**config.mk**
```make
export PLATFORM = sky130hd
export DESIGN_NAME = obfp_option_guard
export DESIGN_NICKNAME = d
export VERILOG_FILES = /design/src/rtl/obfp_pkg.sv /design/src/rtl/obfp_option_guard.sv
export VERILOG_INCLUDE_DIRS = /design/src /design/src/rtl
export SDC_FILE = /design/constraint.sdc
export NUM_CORES = 1
export LEC_CHECK = 0
export BUFFER_PORTS_ARGS = -buffer_cell sky130_fd_sc_hd__buf_2
export CAP_MARGIN = 30
export CORE_MARGIN = 5
export CORE_UTILIZATION = 53
export CTS_CLUSTER_DIAMETER = 150
export DETAILED_ROUTE_END_ITERATION = 7
export PLACE_DENSITY = 0.94
export SLEW_MARGIN = 0
export SYNTH_ARGS = -nofsm -noshare
export SYNTH_HDL_FRONTEND = slang
export SYNTH_SLANG_ARGS = --single-unit
```
**constraint.sdc**
```tcl
create_clock -name ref_clk -period 5.1 [get_ports ref_clk]
set_clock_uncertainty 0.15 [all_clocks]
set_input_delay 0.51 -clock ref_clk [delete_from_list [all_inputs] [get_ports ref_clk]]
set_output_delay 0.51 -clock ref_clk [all_outputs]
set_load 0.03 [all_outputs]
```
**src/rtl/obfp_defines.svh**
```systemverilog
`ifndef OBFP_DEFINES_SVH
`define OBFP_DEFINES_SVH
`define OBFP_CIB_BASE 32'h0804_0800
`define OBFP_FIB_BASE 32'h0804_0000
`define OBFP_MFB_BASE 32'h0800_0000
`define OBFP_BLOCK_BYTES 32'h0000_0800
`define OBFP_PAGE_BYTES 2048
`define OBFP_REGION_PAGES 4
`define OBFP_REGION_LSB 13
`define OBFP_OB_COUNT 8
`define OBFP_RP_OFF_KEY 8'ha5
`define OBFP_ERASED_BYTE 8'hff
`define OBFP_REG_STATUS 8'h00
`define OBFP_REG_CMD 8'h04
`define OBFP_REG_VAL_LO 8'h08
`define OBFP_REG_VAL_HI 8'h0c
`define OBFP_REG_WPMASK 8'h10
`define OBFP_CMD_ERASE_BIT 16
`endif

```
**src/rtl/obfp_pkg.sv**
```systemverilog
package obfp_pkg;
  typedef enum logic [1:0] {OBFP_LOAD_REQ, OBFP_LOAD_WAIT, OBFP_RUN, OBFP_HALT} obfp_state_type;
  typedef struct packed {
    logic fetch;
    logic [31:0] addr;
  } obfp_acc_type;
  typedef struct packed {
    logic erase;
    logic [31:0] addr;
  } obfp_op_type;
  typedef struct packed {
    logic erase;
    logic [31:0] addr;
    logic [15:0] data;
  } obfp_obwr_type;
endpackage

```
**src/rtl/obfp_option_guard.sv**
```systemverilog
`timescale 1ns/100ps
`include "obfp_defines.svh"
// Function
// [RULE_01] Option byte is a half-word: data low byte, its complement high byte.
// [RULE_02] Hardware builds the complement byte when programming; users cannot set it.
// [RULE_03] Loader checks each byte against its complement at reset; mismatch halts CPU.
// [RULE_04] Eight option bytes sit at consecutive half-words from the CUSTOMER_INFO_BLOCK start.
// [RULE_05] Customer info page is data only; instruction fetches are refused.
// [RULE_06] Each protect bit guards one 8 KB region, bit 0 of byte 4 first.
// [RULE_07] Large variant uses bytes 4..6 for 24 regions; small ignores byte 6.
// [RULE_08] Protect bits are active low; erased 0xFF leaves regions open.
// [RULE_09] New protect settings take effect only after the next reset reload.
// [RULE_10] Protected region refuses both half-word programming and page erase.
// [RULE_11] Read protection is off only when byte 0 holds 0xA5.
// [RULE_12] Read protection state changes only at a full chip reset.
// [RULE_13] An attached debugger sets an intrusion flag that stays latched.
// [RULE_14] Read protection plus intrusion disconnects every flash block from the bus.
// [RULE_15] Intrusion clears only by chip reset after the debugger is detached.
// [RULE_16] Byte 0 must be erased before programming; 0xA5 alone disables protection.
// [RULE_17] Erasing byte 0 under read protection mass-erases main flash.
// [RULE_18] Under read protection the bottom four pages are always write-protected.
// [RULE_19] Configurer should enable write protection together with read protection.
// [RULE_20] Bytes 2 and 3 drive nothing; they only get the integrity check.
// [RULE_21] Read protection covers main, factory info and customer info blocks.
// [RULE_22] Main flash uses 2048-byte pages; regions are four pages each.
// [RULE_23] Verified option bytes are held internally until the next reset.
module obfp_option_guard #(
  parameter int unsigned REGIONS = 24
) (
  input wire logic ref_clk,
  input wire logic rst_b,
  input wire logic wb_cyc_i,
  input wire logic wb_stb_i,
  input wire logic wb_we_i,
  input wire logic [7:0] wb_adr_i,
  input wire logic [3:0] wb_sel_i,
  input wire logic [31:0] wb_dat_i,
  output logic [31:0] wb_dat_o,
  output logic wb_ack_o,
  output logic obRdReq,
  output logic [31:0] obRdAddr,
  input wire logic [15:0] obRdData,
  input wire logic obRdValid,
  input wire logic accValid,
  input wire obfp_pkg::obfp_acc_type accReq,
  output logic accGrant,
  output logic accDeny,
  input wire logic opValid,
  input wire obfp_pkg::obfp_op_type opReq,
  output logic opGrant,
  output logic opReject,
  output logic obWrValid,
  output obfp_pkg::obfp_obwr_type obWr,
  input wire logic obWrDone,
  output logic massErase,
  input wire logic dbgAttach,
  output logic cpuHalt,
  output logic readProtActive,
  output logic intrusionFlag
);
  localparam logic [31:0] REGION_BYTES = 32'(`OBFP_PAGE_BYTES * `OBFP_REGION_PAGES);
  localparam logic [31:0] MFB_BYTES = 32'(REGIONS) * REGION_BYTES;

  // ==========================================
  // Helpers
  function automatic logic inBlock(input logic [31:0] a, base, size);
    logic [31:0] off;
    off = a - base;
    return off < size;
  endfunction

  // [RULE_04] Half-word slot address
  function automatic logic [31:0] slotAddr(input logic [2:0] idx);
    return `OBFP_CIB_BASE + {28'h0000000, idx, 1'b0};
  endfunction

  // [RULE_01] Complement check
  function automatic logic badPair(input logic [15:0] d);
    return d[15:8] != ~d[7:0];
  endfunction

  // ==========================================
  // Loader state
  obfp_pkg::obfp_state_type state_q, state_d;
  logic [2:0] idx_q, idx_d;
  logic [7:0] held_q [`OBFP_OB_COUNT];
  logic [7:0] held_d [`OBFP_OB_COUNT];
  logic rdReq_q, rdReq_d;
  logic [31:0] rdAddr_q, rdAddr_d;
  logic halt_q, halt_d;
  logic rp_q, rp_d;
  logic dbgMeta_q, dbgSync_q, intr_q, intr_d;

  always_comb
  begin
    state_d = state_q;
    idx_d = idx_q;
    held_d = held_q;
    rdReq_d = 1'b0;
    rdAddr_d = rdAddr_q;
    halt_d = halt_q;
    rp_d = rp_q;
    case (state_q)
      obfp_pkg::OBFP_LOAD_REQ:
      begin
        rdReq_d = 1'b1;
        rdAddr_d = slotAddr(idx_q);
        state_d = obfp_pkg::OBFP_LOAD_WAIT;
      end
      obfp_pkg::OBFP_LOAD_WAIT:
      begin
        if (obRdValid)
        begin
          // [RULE_03] Mismatch halts until the next reset
          if (badPair(obRdData))
            state_d = obfp_pkg::OBFP_HALT;
          else
          begin
            // [RULE_23] Held copy, only reset reloads it
            held_d[idx_q] = obRdData[7:0];
            if (idx_q == 3'(`OBFP_OB_COUNT - 1))
            begin
              state_d = obfp_pkg::OBFP_RUN;
              halt_d = 1'b0;
              // [RULE_11] Only the key opens the flash
              rp_d = held_d[0] != `OBFP_RP_OFF_KEY;
            end
            else
            begin
              idx_d = idx_q + 3'h1;
              state_d = obfp_pkg::OBFP_LOAD_REQ;
            end
          end
        end
      end
      default: state_d = state_q;
    endcase
    // [RULE_13] Latched until chip reset
    intr_d = intr_q | dbgSync_q;
  end

  // [RULE_12] Read protection and intrusion only reset here
  // [RULE_15] Chip reset is the sole clear of intrusion
  always_ff @(posedge ref_clk)
  begin
    if (!rst_b)
    begin
      state_q <= obfp_pkg::OBFP_LOAD_REQ;
      idx_q <= 3'h0;
      for (int i = 0; i < `OBFP_OB_COUNT; i++)
        held_q[i] <= `OBFP_ERASED_BYTE;
      rdReq_q <= 1'b0;
      rdAddr_q <= `OBFP_CIB_BASE;
      halt_q <= 1'b1;
      rp_q <= 1'b1;
      dbgMeta_q <= 1'b0;
      dbgSync_q <= 1'b0;
      intr_q <= 1'b0;
    end
    else
    begin
      state_q <= state_d;
      idx_q <= idx_d;
      held_q <= held_d;
      rdReq_q <= rdReq_d;
      rdAddr_q <= rdAddr_d;
      halt_q <= halt_d;
      rp_q <= rp_d;
      dbgMeta_q <= dbgAttach;
      dbgSync_q <= dbgMeta_q;
      intr_q <= intr_d;
    end
  end

  // ==========================================
  // Protection checks
  logic running, lockOut;
  logic [23:0] wpVec;
  logic [31:0] opOff;
  logic [4:0] opRegion;
  logic opProt;
  logic accGrant_q, accGrant_d, accDeny_q, accDeny_d;
  logic opGrant_q, opGrant_d, opReject_q, opReject_d;

  always_comb
  begin
    running = state_q == obfp_pkg::OBFP_RUN;
    // [RULE_14] Flash cut off under protection and intrusion
    lockOut = rp_q & intr_q;
    // [RULE_07] Byte 6 unused on the small variant
    // [RULE_20] Bytes 2 and 3 feed nothing here
    wpVec = {held_q[6], held_q[5], held_q[4]};
    opOff = opReq.addr - `OBFP_MFB_BASE;
    // [RULE_22] Region index from page grouping
    opRegion = opOff[`OBFP_REGION_LSB+4:`OBFP_REGION_LSB];
    opProt = 1'b1;
    // [RULE_06] One active-low bit per region
    // [RULE_08] Cleared bit protects
    if (opOff < MFB_BYTES)
    begin
      opProt = ~wpVec[opRegion];
      // [RULE_18] Boot region locked under read protection
      if (rp_q && opRegion == 5'h00)
        opProt = 1'b1;
    end
    // [RULE_10] Program and erase both refused
    // [RULE_09] Only held values are consulted
    opGrant_d = opValid & running & ~lockOut & ~opProt;
    opReject_d = opValid & ~opGrant_d;
    accGrant_d = 1'b0;
    accDeny_d = 1'b0;
    if (accValid)
    begin
      accDeny_d = ~running;
      // [RULE_21] All three blocks covered
      if (lockOut && (inBlock(accReq.addr, `OBFP_MFB_BASE, MFB_BYTES)
          || inBlock(accReq.addr, `OBFP_FIB_BASE, `OBFP_BLOCK_BYTES)
          || inBlock(accReq.addr, `OBFP_CIB_BASE, `OBFP_BLOCK_BYTES)))
        accDeny_d = 1'b1;
      // [RULE_05] No fetch from customer page
      if (accReq.fetch && inBlock(accReq.addr, `OBFP_CIB_BASE, `OBFP_BLOCK_BYTES))
        accDeny_d = 1'b1;
      accGrant_d = ~accDeny_d;
    end
  end

  always_ff @(posedge ref_clk)
  begin
    if (!rst_b)
    begin
      accGrant_q <= 1'b0;
      accDeny_q <= 1'b0;
      opGrant_q <= 1'b0;
      opReject_q <= 1'b0;
    end
    else
    begin
      accGrant_q <= accGrant_d;
      accDeny_q <= accDeny_d;
      opGrant_q <= opGrant_d;
      opReject_q <= opReject_d;
    end
  end

  // ==========================================
  // Option programming and register bus
  logic wbReq, cmdWrite;
  logic ack_q, ack_d;
  logic [31:0] dat_q, dat_d;
  logic wrValid_q, wrValid_d;
  obfp_pkg::obfp_obwr_type wr_q, wr_d;
  logic mass_q, mass_d;
  logic ob0Erased_q, ob0Erased_d;
  logic refused_q, refused_d;
  logic [2:0] cmdIdx;

  always_comb
  begin
    wbReq = wb_cyc_i & wb_stb_i & ~ack_q;
    // Partial writes are ignored so a half-built command never starts
    cmdWrite = wbReq & wb_we_i & (wb_adr_i == `OBFP_REG_CMD) & (wb_sel_i == 4'hf);
    cmdIdx = wb_dat_i[10:8];
    ack_d = wbReq;
    dat_d = 32'h0000_0000;
    wrValid_d = wrValid_q & ~obWrDone;
    wr_d = wr_q;
    mass_d = 1'b0;
    ob0Erased_d = ob0Erased_q;
    refused_d = refused_q;
    if (wbReq && !wb_we_i)
    begin
      if (wb_adr_i == `OBFP_REG_STATUS)
        dat_d = {26'h0, refused_q, wrValid_q, intr_q, rp_q,
                 state_q == obfp_pkg::OBFP_HALT, running};
      else if (wb_adr_i == `OBFP_REG_VAL_LO)
        dat_d = {held_q[3], held_q[2], held_q[1], held_q[0]};
      else if (wb_adr_i == `OBFP_REG_VAL_HI)
        dat_d = {held_q[7], held_q[6], held_q[5], held_q[4]};
      else if (wb_adr_i == `OBFP_REG_WPMASK)
        dat_d = {8'h00, wpVec};
    end
    if (cmdWrite)
    begin
      refused_d = 1'b1;
      if (running && !wrValid_q)
      begin
        if (wb_dat_i[`OBFP_CMD_ERASE_BIT])
        begin
          refused_d = 1'b0;
          wrValid_d = 1'b1;
          wr_d.erase = 1'b1;
          wr_d.addr = slotAddr(cmdIdx);
          wr_d.data = {`OBFP_ERASED_BYTE, `OBFP_ERASED_BYTE};
          if (cmdIdx == 3'h0)
          begin
            ob0Erased_d = 1'b1;
            // [RULE_17] Unlocking wipes main flash
            mass_d = rp_q;
          end
        end
        // [RULE_16] Byte 0 needs an erase first
        else if (cmdIdx != 3'h0 || ob0Erased_q)
        begin
          refused_d = 1'b0;
          wrValid_d = 1'b1;
          wr_d.erase = 1'b0;
          wr_d.addr = slotAddr(cmdIdx);
          // [RULE_02] Upper byte generated here
          wr_d.data = {~wb_dat_i[7:0], wb_dat_i[7:0]};
          if (cmdIdx == 3'h0)
            ob0Erased_d = 1'b0;
        end
      end
    end
  end

  always_ff @(posedge ref_clk)
  begin
    if (!rst_b)
    begin
      ack_q <= 1'b0;
      dat_q <= 32'h0000_0000;
      wrValid_q <= 1'b0;
      wr_q <= '0;
      mass_q <= 1'b0;
      ob0Erased_q <= 1'b0;
      refused_q <= 1'b0;
    end
    else
    begin
      ack_q <= ack_d;
      dat_q <= dat_d;
      wrValid_q <= wrValid_d;
      wr_q <= wr_d;
      mass_q <= mass_d;
      ob0Erased_q <= ob0Erased_d;
      refused_q <= refused_d;
    end
  end

  assign wb_ack_o = ack_q;
  assign wb_dat_o = dat_q;
  assign obRdReq = rdReq_q;
  assign obRdAddr = rdAddr_q;
  assign accGrant = accGrant_q;
  assign accDeny = accDeny_q;
  assign opGrant = opGrant_q;
  assign opReject = opReject_q;
  assign obWrValid = wrValid_q;
  assign obWr = wr_q;
  assign massErase = mass_q;
  assign cpuHalt = halt_q;
  assign readProtActive = rp_q;
  assign intrusionFlag = intr_q;
endmodule

```
After elaboration in Yosys (flattened, before gate mapping)
Index checks and enable logic that the tools add are counted.
{"block": "classes", "mux": 32, "reduce_logical": 28, "order_cmp": 7, "n_bitwise": 27, "eq_ne": 12, "addsub": 7}
{"cell": "32-bit by 28-bit subtractor with 32-bit output (second input constant)", "count": 4}
{"cell": "49-bit 2-to-1 mux", "count": 2}
{"cell": "64-bit bitwise mux", "count": 1}
{"cell": "32-bit by 12-bit < comparator with 1-bit output (second input constant)", "count": 2}
{"cell": "32-bit by 18-bit < comparator with 1-bit output (second input constant)", "count": 2}
{"cell": "32-bit 2-to-1 mux", "count": 2}
{"cell": "28-bit by 4-bit adder with 29-bit output (first input constant)", "count": 2}
{"cell": "8-bit demux with 3-bit select", "count": 1}
{"cell": "24-bit 2-to-1 mux", "count": 1}
{"cell": "1-bit 2-to-1 mux", "count": 18}
{"cell": "8-bit by 4-bit == test with 1-bit output (second input constant)", "count": 2}
{"cell": "8-bit inverter", "count": 2}
{"cell": "1-bit inverter", "count": 12}
{"cell": "4-bit AND reduction", "count": 3}
{"cell": "1-bit bitwise AND", "count": 11}
{"cell": "8-bit by 3-bit == test with 1-bit output (second input constant)", "count": 1}
{"cell": "8-bit by 5-bit == test with 1-bit output (second input constant)", "count": 1}
{"cell": "8-bit logical NOT", "count": 1}
{"cell": "8-bit 2-to-1 mux", "count": 1}
{"cell": "8-bit inequality test", "count": 1}
{"cell": "8-bit inequality test (second input constant)", "count": 1}
{"cell": "1-bit logical AND", "count": 6}
{"cell": "5-bit by 6-bit < comparator with 1-bit output (second input constant)", "count": 1}
{"cell": "2-bit 2-to-1 mux", "count": 3}
{"cell": "other kinds (24)", "count": 32}
{"block": "totals", "ff_bits": 197, "input_bits": 136, "elab_cells": 144}

Longest topological paths before layout
Gate-level depths: netlist of run 1.
{"block": "depth", "depth_word": 10, "ltp_mapped": 9, "mapped_depth_nobuf": 8}

Worst setup path before layout of run 1
OpenSTA, ideal clock, no wires.
{"block": "synth_path", "kind": "input-to-reg", "startpoint": "input wb_adr_i[1]", "endpoint": "register dat_q[11], in the netlist wb_dat_o[11]", "arrival_ps": 2145, "n_path_buf": 3, "setup_ps": 117, "path_stages": 8, "slack_ps": 2688, "t_required_ps": 4833, "cell_sequence": "or4_1 nor3_2 and2_1 clkbuf_1 or2_2 buf_2 buf_2 nor2_1"}
{"block": "synth_via", "elab_chain_cells": 4, "word_cells_on_any_way": 8, "cone_classes": "eq/ne: 3; mux: 3; reduce/logical: 2"}
{"item": "from (decl)", "line_no": "obfp_option_guard.sv:35", "source": "input wire logic [7:0] wb_adr_i,"}
{"item": "8-bit by 5-bit == test with 1-bit output (no line)"}
{"item": "24-bit 2-to-1 mux", "line_no": "obfp_option_guard.sv:279", "source": "else if (wb_adr_i == `OBFP_REG_WPMASK)"}
{"item": "32-bit 2-to-1 mux", "line_no": "obfp_option_guard.sv:277", "source": "else if (wb_adr_i == `OBFP_REG_VAL_HI)"}
{"item": "32-bit 2-to-1 mux", "line_no": "obfp_option_guard.sv:275", "source": "else if (wb_adr_i == `OBFP_REG_VAL_LO)"}
{"item": "to (signal assigned)", "line_no": "obfp_option_guard.sv:332", "source": "dat_q <= dat_d;"}
{"item": "to (decl)", "line_no": "obfp_option_guard.sv:249", "source": "logic [31:0] dat_q, dat_d;"}
Several ways; a longest one is shown, not always the timed one.
A chain may end at the register's enable or synchronous reset.

Final worst setup path of run 1
{"block": "layout_path", "startpoint": "input obRdData[6]", "endpoint": "register held_q[9] (netlist bit)"}
{"block": "layout_via", "elab_chain_cells": 4}
{"item": "from (decl)", "line_no": "obfp_option_guard.sv:42", "source": "input wire logic [15:0] obRdData,"}
{"item": "8-bit inverter", "line_no": "obfp_option_guard.sv:79", "source": "return d[15:8] != ~d[7:0];"}
{"item": "8-bit inequality test", "line_no": "obfp_option_guard.sv:79"}
{"item": "1-bit inverter (no line)"}
{"item": "3-bit AND reduction (no line)"}
{"item": "to (signal, indexed assignment)", "line_no": "obfp_option_guard.sv:151", "source": "held_q[i] <= `OBFP_ERASED_BYTE;"}
{"item": "to (signal assigned)", "line_no": "obfp_option_guard.sv:164", "source": "held_q <= held_d;"}
{"item": "to (decl)", "line_no": "obfp_option_guard.sv:86", "source": "logic [7:0] held_q [`OBFP_OB_COUNT];"}
No other way between the ends.

==> metrics.md, run 1 <==
| Metric | Value |
|---|---|
| Status | `completed` |
| Sequential cell fraction of total power | `0.434` |
| Worst path cell trace | `buf_2, xnor2_1, nor4_2, and4_1, nand4b_1, mux2i_1, nand2_1` |
| Clock slew at reported path FFs | `roughly 0.060 ns` |
| Dpl ws | `~2 ns` |
| Post-Syn Area | `between 6000 and 7000 um^2` |
| Critical Path End Type | `flip-flop` |
| CP top delay family | `simple AND/OR/NAND/NOR gates` |
| Worst-path maximum fanout | `10` |
| Final hold vios | `0` |
| Syn avg cell area | `roughly 9.1 um^2` |
| Main flop type after synthesis | `dfxtp_1` |
| Non-Filler Instances | `just over 1,000` |
| Total grt overflow | `0` |
| Most frequent cells in the layout | `buf_2 (159), dfxtp_1 (140), nand2_1 (95)` |
| Initial drt markers | `between 500 and 600` |
| Area added between synthesis and finish | `18.36%` |
| Drt total wl | `between 15,000 and 20,000 um` |
| Worst Hold Slack | `between 0.2 and 0.25 ns` |
| Fin crit period | `approximately 2.7 ns` |
| Total power | `2542 uW` |
| Initial Util | `0.5424` |
| Share of cells above drive strength 1 | `0.2523` |
| DRT Pass-1 Iters | `6` |
| Total die area | `about 15,000 um^2` |
| CTS Hold Bufs | `0` |
| Seq/Total Area, Yosys | `0.4302` |
| Worst slew margin | `0.3175` |
| Initial antenna violation count | `0` |
| Logic pwr share | `0.080` |
| Total I/O pin count | `260` |
| Min-delay src | `dbgAttach` |
| Final setup margin | `between 2 and 2.5 ns` |
| Switching Share | `0.2528` |
| Leak Pwr | `between 0.003 and 0.004 uW` |
| Most common cell after layout, fill and taps aside | `buf_2` |
| Reg2reg end | `held_q[9]$_SDFFE_PN1P_` |
| Post-synth ARST share | `0` |
| Core box area | `approximately 12,000 um^2` |
| All-Layer GR Usage | `0.2246` |
| FP Rows | `40` |
| Final Max Tran Viols | `0` |
| Psw | `around 640 uW` |
| Worst Hold Class | `input port to flip-flop` |
| Worst r2r src | `state_q[1]$_SDFFE_PN0P_` |
| FMAX | `~0.37 GHz` |
| Setup bufs post-CTS | `0` |
| WP data arrival | `roughly 2.8 ns` |
| Vias | `roughly 5,700` |
| DR vias/cell | `roughly 5.7` |
| Min-Delay Endpoint | `dbgMeta_q$_SDFF_PN0_` |
| YS warnings | `0` |
| Longest Clk Path Bufs | `2` |
| GP Congestion | `around 0.9` |
| Worst Setup Start Kind | `input port` |
| Max incr delay on CP | `about 0.53 ns` |
| Worst Path Class, Setup | `input port to flip-flop` |
| TritonCTS Buffers | `17` |
| Post-DP HPWL | `around 12,000 um` |
| R2R cell count | `5` |
| Required @ worst endpoint | `5.21 ns` |
| Setup TNS Final | `0 ns` |
| Die H | `roughly 120 um` |
| #FFs+latches synth | `between 100 and 150` |
| Die Wd | `about 120 um` |
| Max-Cap Viols | `0` |
| Hold path depth | `2` |
| Synth unique cells | `70` |
| Internal | `1900 uW` |
| Cells after synthesis | `just over 700` |
| Slew @ Worst Pin | `slightly above 1 ns` |
| Post_cts resized | `0` |
| RSZ-0062 raised after global routing | `false` |
| Pwr dens | `roughly 330 nW/um^2` |
| Slowest-stage cell, CP | `nand4b_1` |
| I/O Buffers | `around 160` |
| Root Buffer | `clkbuf_16` |
| CTS Sinks | `140` |
| Maximum VDD drop | `around 0.25 mV` |
| Vias in the first global route | `approximately 5,300` |
| Worst skew pair latency | `0.42 ns` |
| Worst reg2reg setup slack | `2.78 ns` |
| Endpoints failing setup | `0` |
| Dpl cells | `975` |
| Largest net degree at the start of global routing | `74` |
| Final worst path period share | `0.5282` |
| Avg WL per Cell | `about 17 um` |
| Drc violations | `0` |
| First-pass GRT wire length | `26,160 um` |
| Post-synth EDFFs | `0` |
| Routed Antenna Nets | `0` |
| Clk pwr share | `0.486` |
| Nets@finish | `around 990` |
| CTS H-Tree Depth | `4` |
| Diode count | `0` |
| CTS tree | `done` |
| WP buf/inv | `1` |
==> cell usage after synthesis, types with 3 or more instances <==
cell      instances  area, um^2
dfxtp_1         140        2803
nand2_1          95       356.6
mux2i_1          70       700.7
nor2_1           67       251.5
buf_4            61       457.9
nor3_1           37       185.2
a22oi_1          31       232.7
clkbuf_1         28       105.1
a21oi_1          18       90.09
buf_2            14       70.07
nor3b_1          12       90.09
inv_1            11       41.29
xnor2_1          10       87.58
nand2b_1          7       43.79
nand4b_1          7       61.31
a211oi_1          6       45.04
ha_1              6       75.07
o21ai_0           6       30.03
and2_1            5       31.28
mux4_2            5       112.6
nor4_1            5       31.28
and3_1            4       25.02
nand4_1           4       25.02
a31oi_1           3       18.77
nand3_1           3       15.01
nor4b_1           3       26.28
or4_1             3       22.52
==> through the flow <==
stage,cell area (um^2),utilization
after floorplan,6714,-
after global placement,7104,0.5915
after detailed placement,7112,0.5921
after CTS,7711,0.6420
after global routing,7711,0.6420
final,7711,0.6420
==> registers in the layout (all words and copies together) (netlist names), 2 cells and up <==
name / count
state_q: 2
obWr: 21
held_q: 64
obRdAddr: 3
idx_q: 3
wb_dat_o: 32
==> layer usage <==
| layer | global-route usage | up-vias | share of wire |
|---|---|---|---|
| met3 | 0.05221 | 34 | 0.087 |
| met5 | 0 | - | 0 |
| met1 | 0.2739 | 2715 | 0.40 |
| li1 | - | 2662 | - |
| met4 | 0.08144 | 0 | 0.019 |
| met2 | 0.3866 | 292 | 0.50 |
==> how the worst max path moves through the flow <==
| stage | from | end | slack (ns) | cells after the start |
|---|---|---|---|---|
| 6_report | obRdData[6] | held_q[9]$_SDFFE_PN1P_ | 2.41 | 7 |
| 5_1_grt | obRdData[6] | held_q[9]$_SDFFE_PN1P_ | 2.26 | 7 |
| 4_1_cts | obRdData[6] | held_q[9]$_SDFFE_PN1P_ | 2.44 | 7 |
| 3_5_place_dp | obRdData[6] | held_q[8]$_SDFFE_PN1P_ | 2.05 | 7 |
| 3_3_place_gp | obRdData[6] | held_q[27]$_SDFFE_PN1P_ | 1.89 | 7 |
| 2_1_floorplan | wb_adr_i[1] | wb_dat_o[11]$_SDFF_PP0_ | 2.69 | 8 |
==> logic make-up (layout without fill, tap and decap cells) <==
family	after synthesis	after routing	share of synthesized area
muxes	75	75	0.1248
other	2	55	0.001153
and+or+nand+nor	272	272	0.2099
buffers and inverters	118	209	0.1072
adders and majority gates	6	6	0.01152
AOI/OAI and AO/OA	91	91	0.09910
xor gates and xnor gates	12	12	0.01613
DFF	140	140	0.4302
==> cell type report <==
class | count | area, um^2
clock inverter | 14 | 160.2
fill | 927 | 4300
tap | 147 | 183.9
clock buffer | 18 | 439.2
timing repair buffer | 165 | 840.8
multi-input combinational | 511 | 3239
inverter | 12 | 45.04
sequential | 140 | 2803
==> power by group through the flow <==
stage | Combinational (uW) | Clock [uW] | Sequential, uW
after floorplan | 163 | 0 | 1130
after global placement | 196 | 0 | 1130
after detailed placement | 200 | 0 | 1130
final | 204 | 1240 | 1100
after CTS | 201 | 1250 | 1100
after global routing | 217 | 1300 | 1100
No activity file was read; power rests on OpenSTA's default activity.
==> run 2: changes to the inputs <==
Settings changed: CORE_UTILIZATION 53 to 44, PLACE_DENSITY 0.94 to 0.85.
Clock period 5.1 ns to 2.36 ns, I/O delays scaled along.
==> run 2 against run 1 <==
Via count rose by 2.1%. Sequential cell count did not move. Design area rose by 7.9%. Die area rose by 19%. Utilization fell by 6.9 points. Global-route usage fell by 1.2 points. First-iteration DRC count fell by 14%. Critical path depth did not move. Hold slack got worse by 0.12 ns. Sequential share of layout area fell by 2.7 points. Register-to-register slack got worse by 2.5 ns.
==> metrics.md, run 2 (same netlist as run 1, synthesis figures left out) <==
| Metric | Value |
|---|---|
| Status | `completed` |
| Area added between synthesis and finish | `27.71%` |
| Initial Util | `0.4483` |
| First-pass GRT wire length | `between 30,000 and 40,000 um` |
| Required @ worst endpoint | `between 2 and 3 ns` |
| All-Layer GR Usage | `0.2125` |
| I/O Buffers | `around 160` |
| Initial drt markers | `between 400 and 500` |
| Drc violations | `0` |
| Slew @ Worst Pin | `about 0.73 ns` |
| Most frequent cells in the layout | `buf_2 (159), dfxtp_1 (140), nand2_1 (95)` |
| Final worst path period share | `0.8828` |
| Total I/O pin count | `260` |
| Clock slew at reported path FFs | `roughly 0.06 ns` |
| CTS Sinks | `140` |
| Min-delay src | `obRdValid` |
| Most common cell after layout, fill and taps aside | `buf_2` |
| Final Max Tran Viols | `0` |
| Maximum VDD drop | `0.5192 mV` |
| FMAX | `0.4800 GHz` |
| Core box area | `14,530 um^2` |
| GP Congestion | `0.8680` |
| Critical Path End Type | `flip-flop` |
| RSZ-0062 raised after global routing | `false` |
| Worst Setup Start Kind | `input port` |
| TritonCTS Buffers | `17` |
| Root Buffer | `clkbuf_16` |
| DRT Pass-1 Iters | `5` |
| Post-DP HPWL | `between 10,000 and 15,000 um` |
| R2R cell count | `6` |
| Pwr dens | `roughly 680 nW/um^2` |
| Total die area | `about 17,000 um^2` |
| Worst-path maximum fanout | `2` |
| Worst skew pair latency | `roughly 0.43 ns` |
| Vias | `5,824` |
| Drt total wl | `roughly 19,000 um` |
| Die Wd | `131.7 um` |
| Final hold vios | `0` |
| Endpoints failing setup | `0` |
| Diode count | `0` |
| Worst slew margin | `0.5119` |
| Dpl ws | `a little under 0.008 ns` |
| Largest Register | `held_q` |
| FP Rows | `44` |
| Worst Path Class, Setup | `input port to flip-flop` |
| Max-Cap Viols | `0` |
| Setup TNS Final | `0 ns` |
| Share of cells above drive strength 1 | `0.2789` |
| Avg WL per Cell | `roughly 17 um` |
| Final setup margin | `around 0.28 ns` |
| Hold path depth | `3` |
| Nets@finish | `1,047` |
| Vias in the first global route | `5,695` |
| Worst Hold Class | `input port to flip-flop` |
| Largest net degree at the start of global routing | `73` |
| Total grt overflow | `0` |
| Routed Antenna Nets | `0` |
| Non-Filler Instances | `1,102` |
| WP data arrival | `2.24 ns` |
| Critical Path Source | `opValid` |
| CTS tree | `done` |
| Max reg flops | `64` |
| Initial antenna violation count | `0` |
| CTS H-Tree Depth | `4` |
| Worst r2r src | `wb_ack_o$_SDFF_PN0_` |
| DR vias/cell | `5.285` |
| Leak Pwr | `between 0.003 and 0.004 uW` |
| Longest Clk Path Bufs | `2` |
| Dpl cells | `around 1,100` |
| Fin crit period | `about 2.1 ns` |
| Die H | `around 130 um` |
| Post_cts resized | `0` |
| Total power | `approximately 5700 uW` |
[run 2: worst max-delay path, cell delays in order]
cell           delay, ns
dlygate4sd3_1       0.51
buf_2               0.13
and4b_1             0.22
nand4_1             0.15
a2111oi_0           0.48
nand4_1             0.25
and3_1              0.26
[run 2: through the flow]
| stage | cell area (um^2) | util | hold slack [ns] |
|---|---|---|---|
| 5_1_grt | 8320 | 0.5725 | 0.09854 |
| 4_1_cts | 8320 | 0.5725 | 0.06548 |
| 2_1_floorplan | 6714 | - | 0.2133 |
| 6_report | 8320 | 0.5725 | 0.08097 |
| 3_3_place_gp | 7515 | 0.5170 | 0.2721 |
| 3_5_place_dp | 7515 | 0.5170 | 0.2801 |
[run 2: final cells by class]
| cell class | instances | area, um^2 |
|---|---|---|
| Clock inverter | 11 | 155.1 |
| Clock buffer | 21 | 470.5 |
| Tap cell | 184 | 230.2 |
| Fill cell | 1225 | 6213 |
| Sequential cell | 140 | 2803 |
| Timing Repair Buffer | 223 | 1384 |
| Multi-Input combinational cell | 511 | 3233 |
| Inverter | 12 | 45.04 |
[run 2: final timing paths]
| path | slack, ns | to |
|---|---|---|
| worst min register to register | 0.29 | intrusionFlag$_SDFF_PN0_ |
| worst max-delay path | 0.28 | opReject$_SDFF_PN0_ |
| worst max register to register | 0.32 | obWr[15]$_SDFFE_PN0P_ |
| worst min-delay path | 0.08 | state_q[1]$_SDFFE_PN0P_ |
[run 2: timing repair]
item | in CTS | in global routing
hold endpoints to repair | 16 | 0
setup buffers | 0 | 0
hold buffers | 18 | 0
[run 2: power by group]
group          internal [uW]  switching [uW]  total, uW
Combinational            168             328        496
Sequential              2370            9.99       2380
Clock                   1760            1060       2820
Total                   4300            1400       5700
[run 2: metal layers]
layer	up-vias	GRT usage	share of wire
met1	2725	0.2572	0.40
li1	2771	-	-
met3	38	0.05581	0.075
met2	290	0.3688	0.50
met5	-	0	0
met4	0	0.06686	0.023
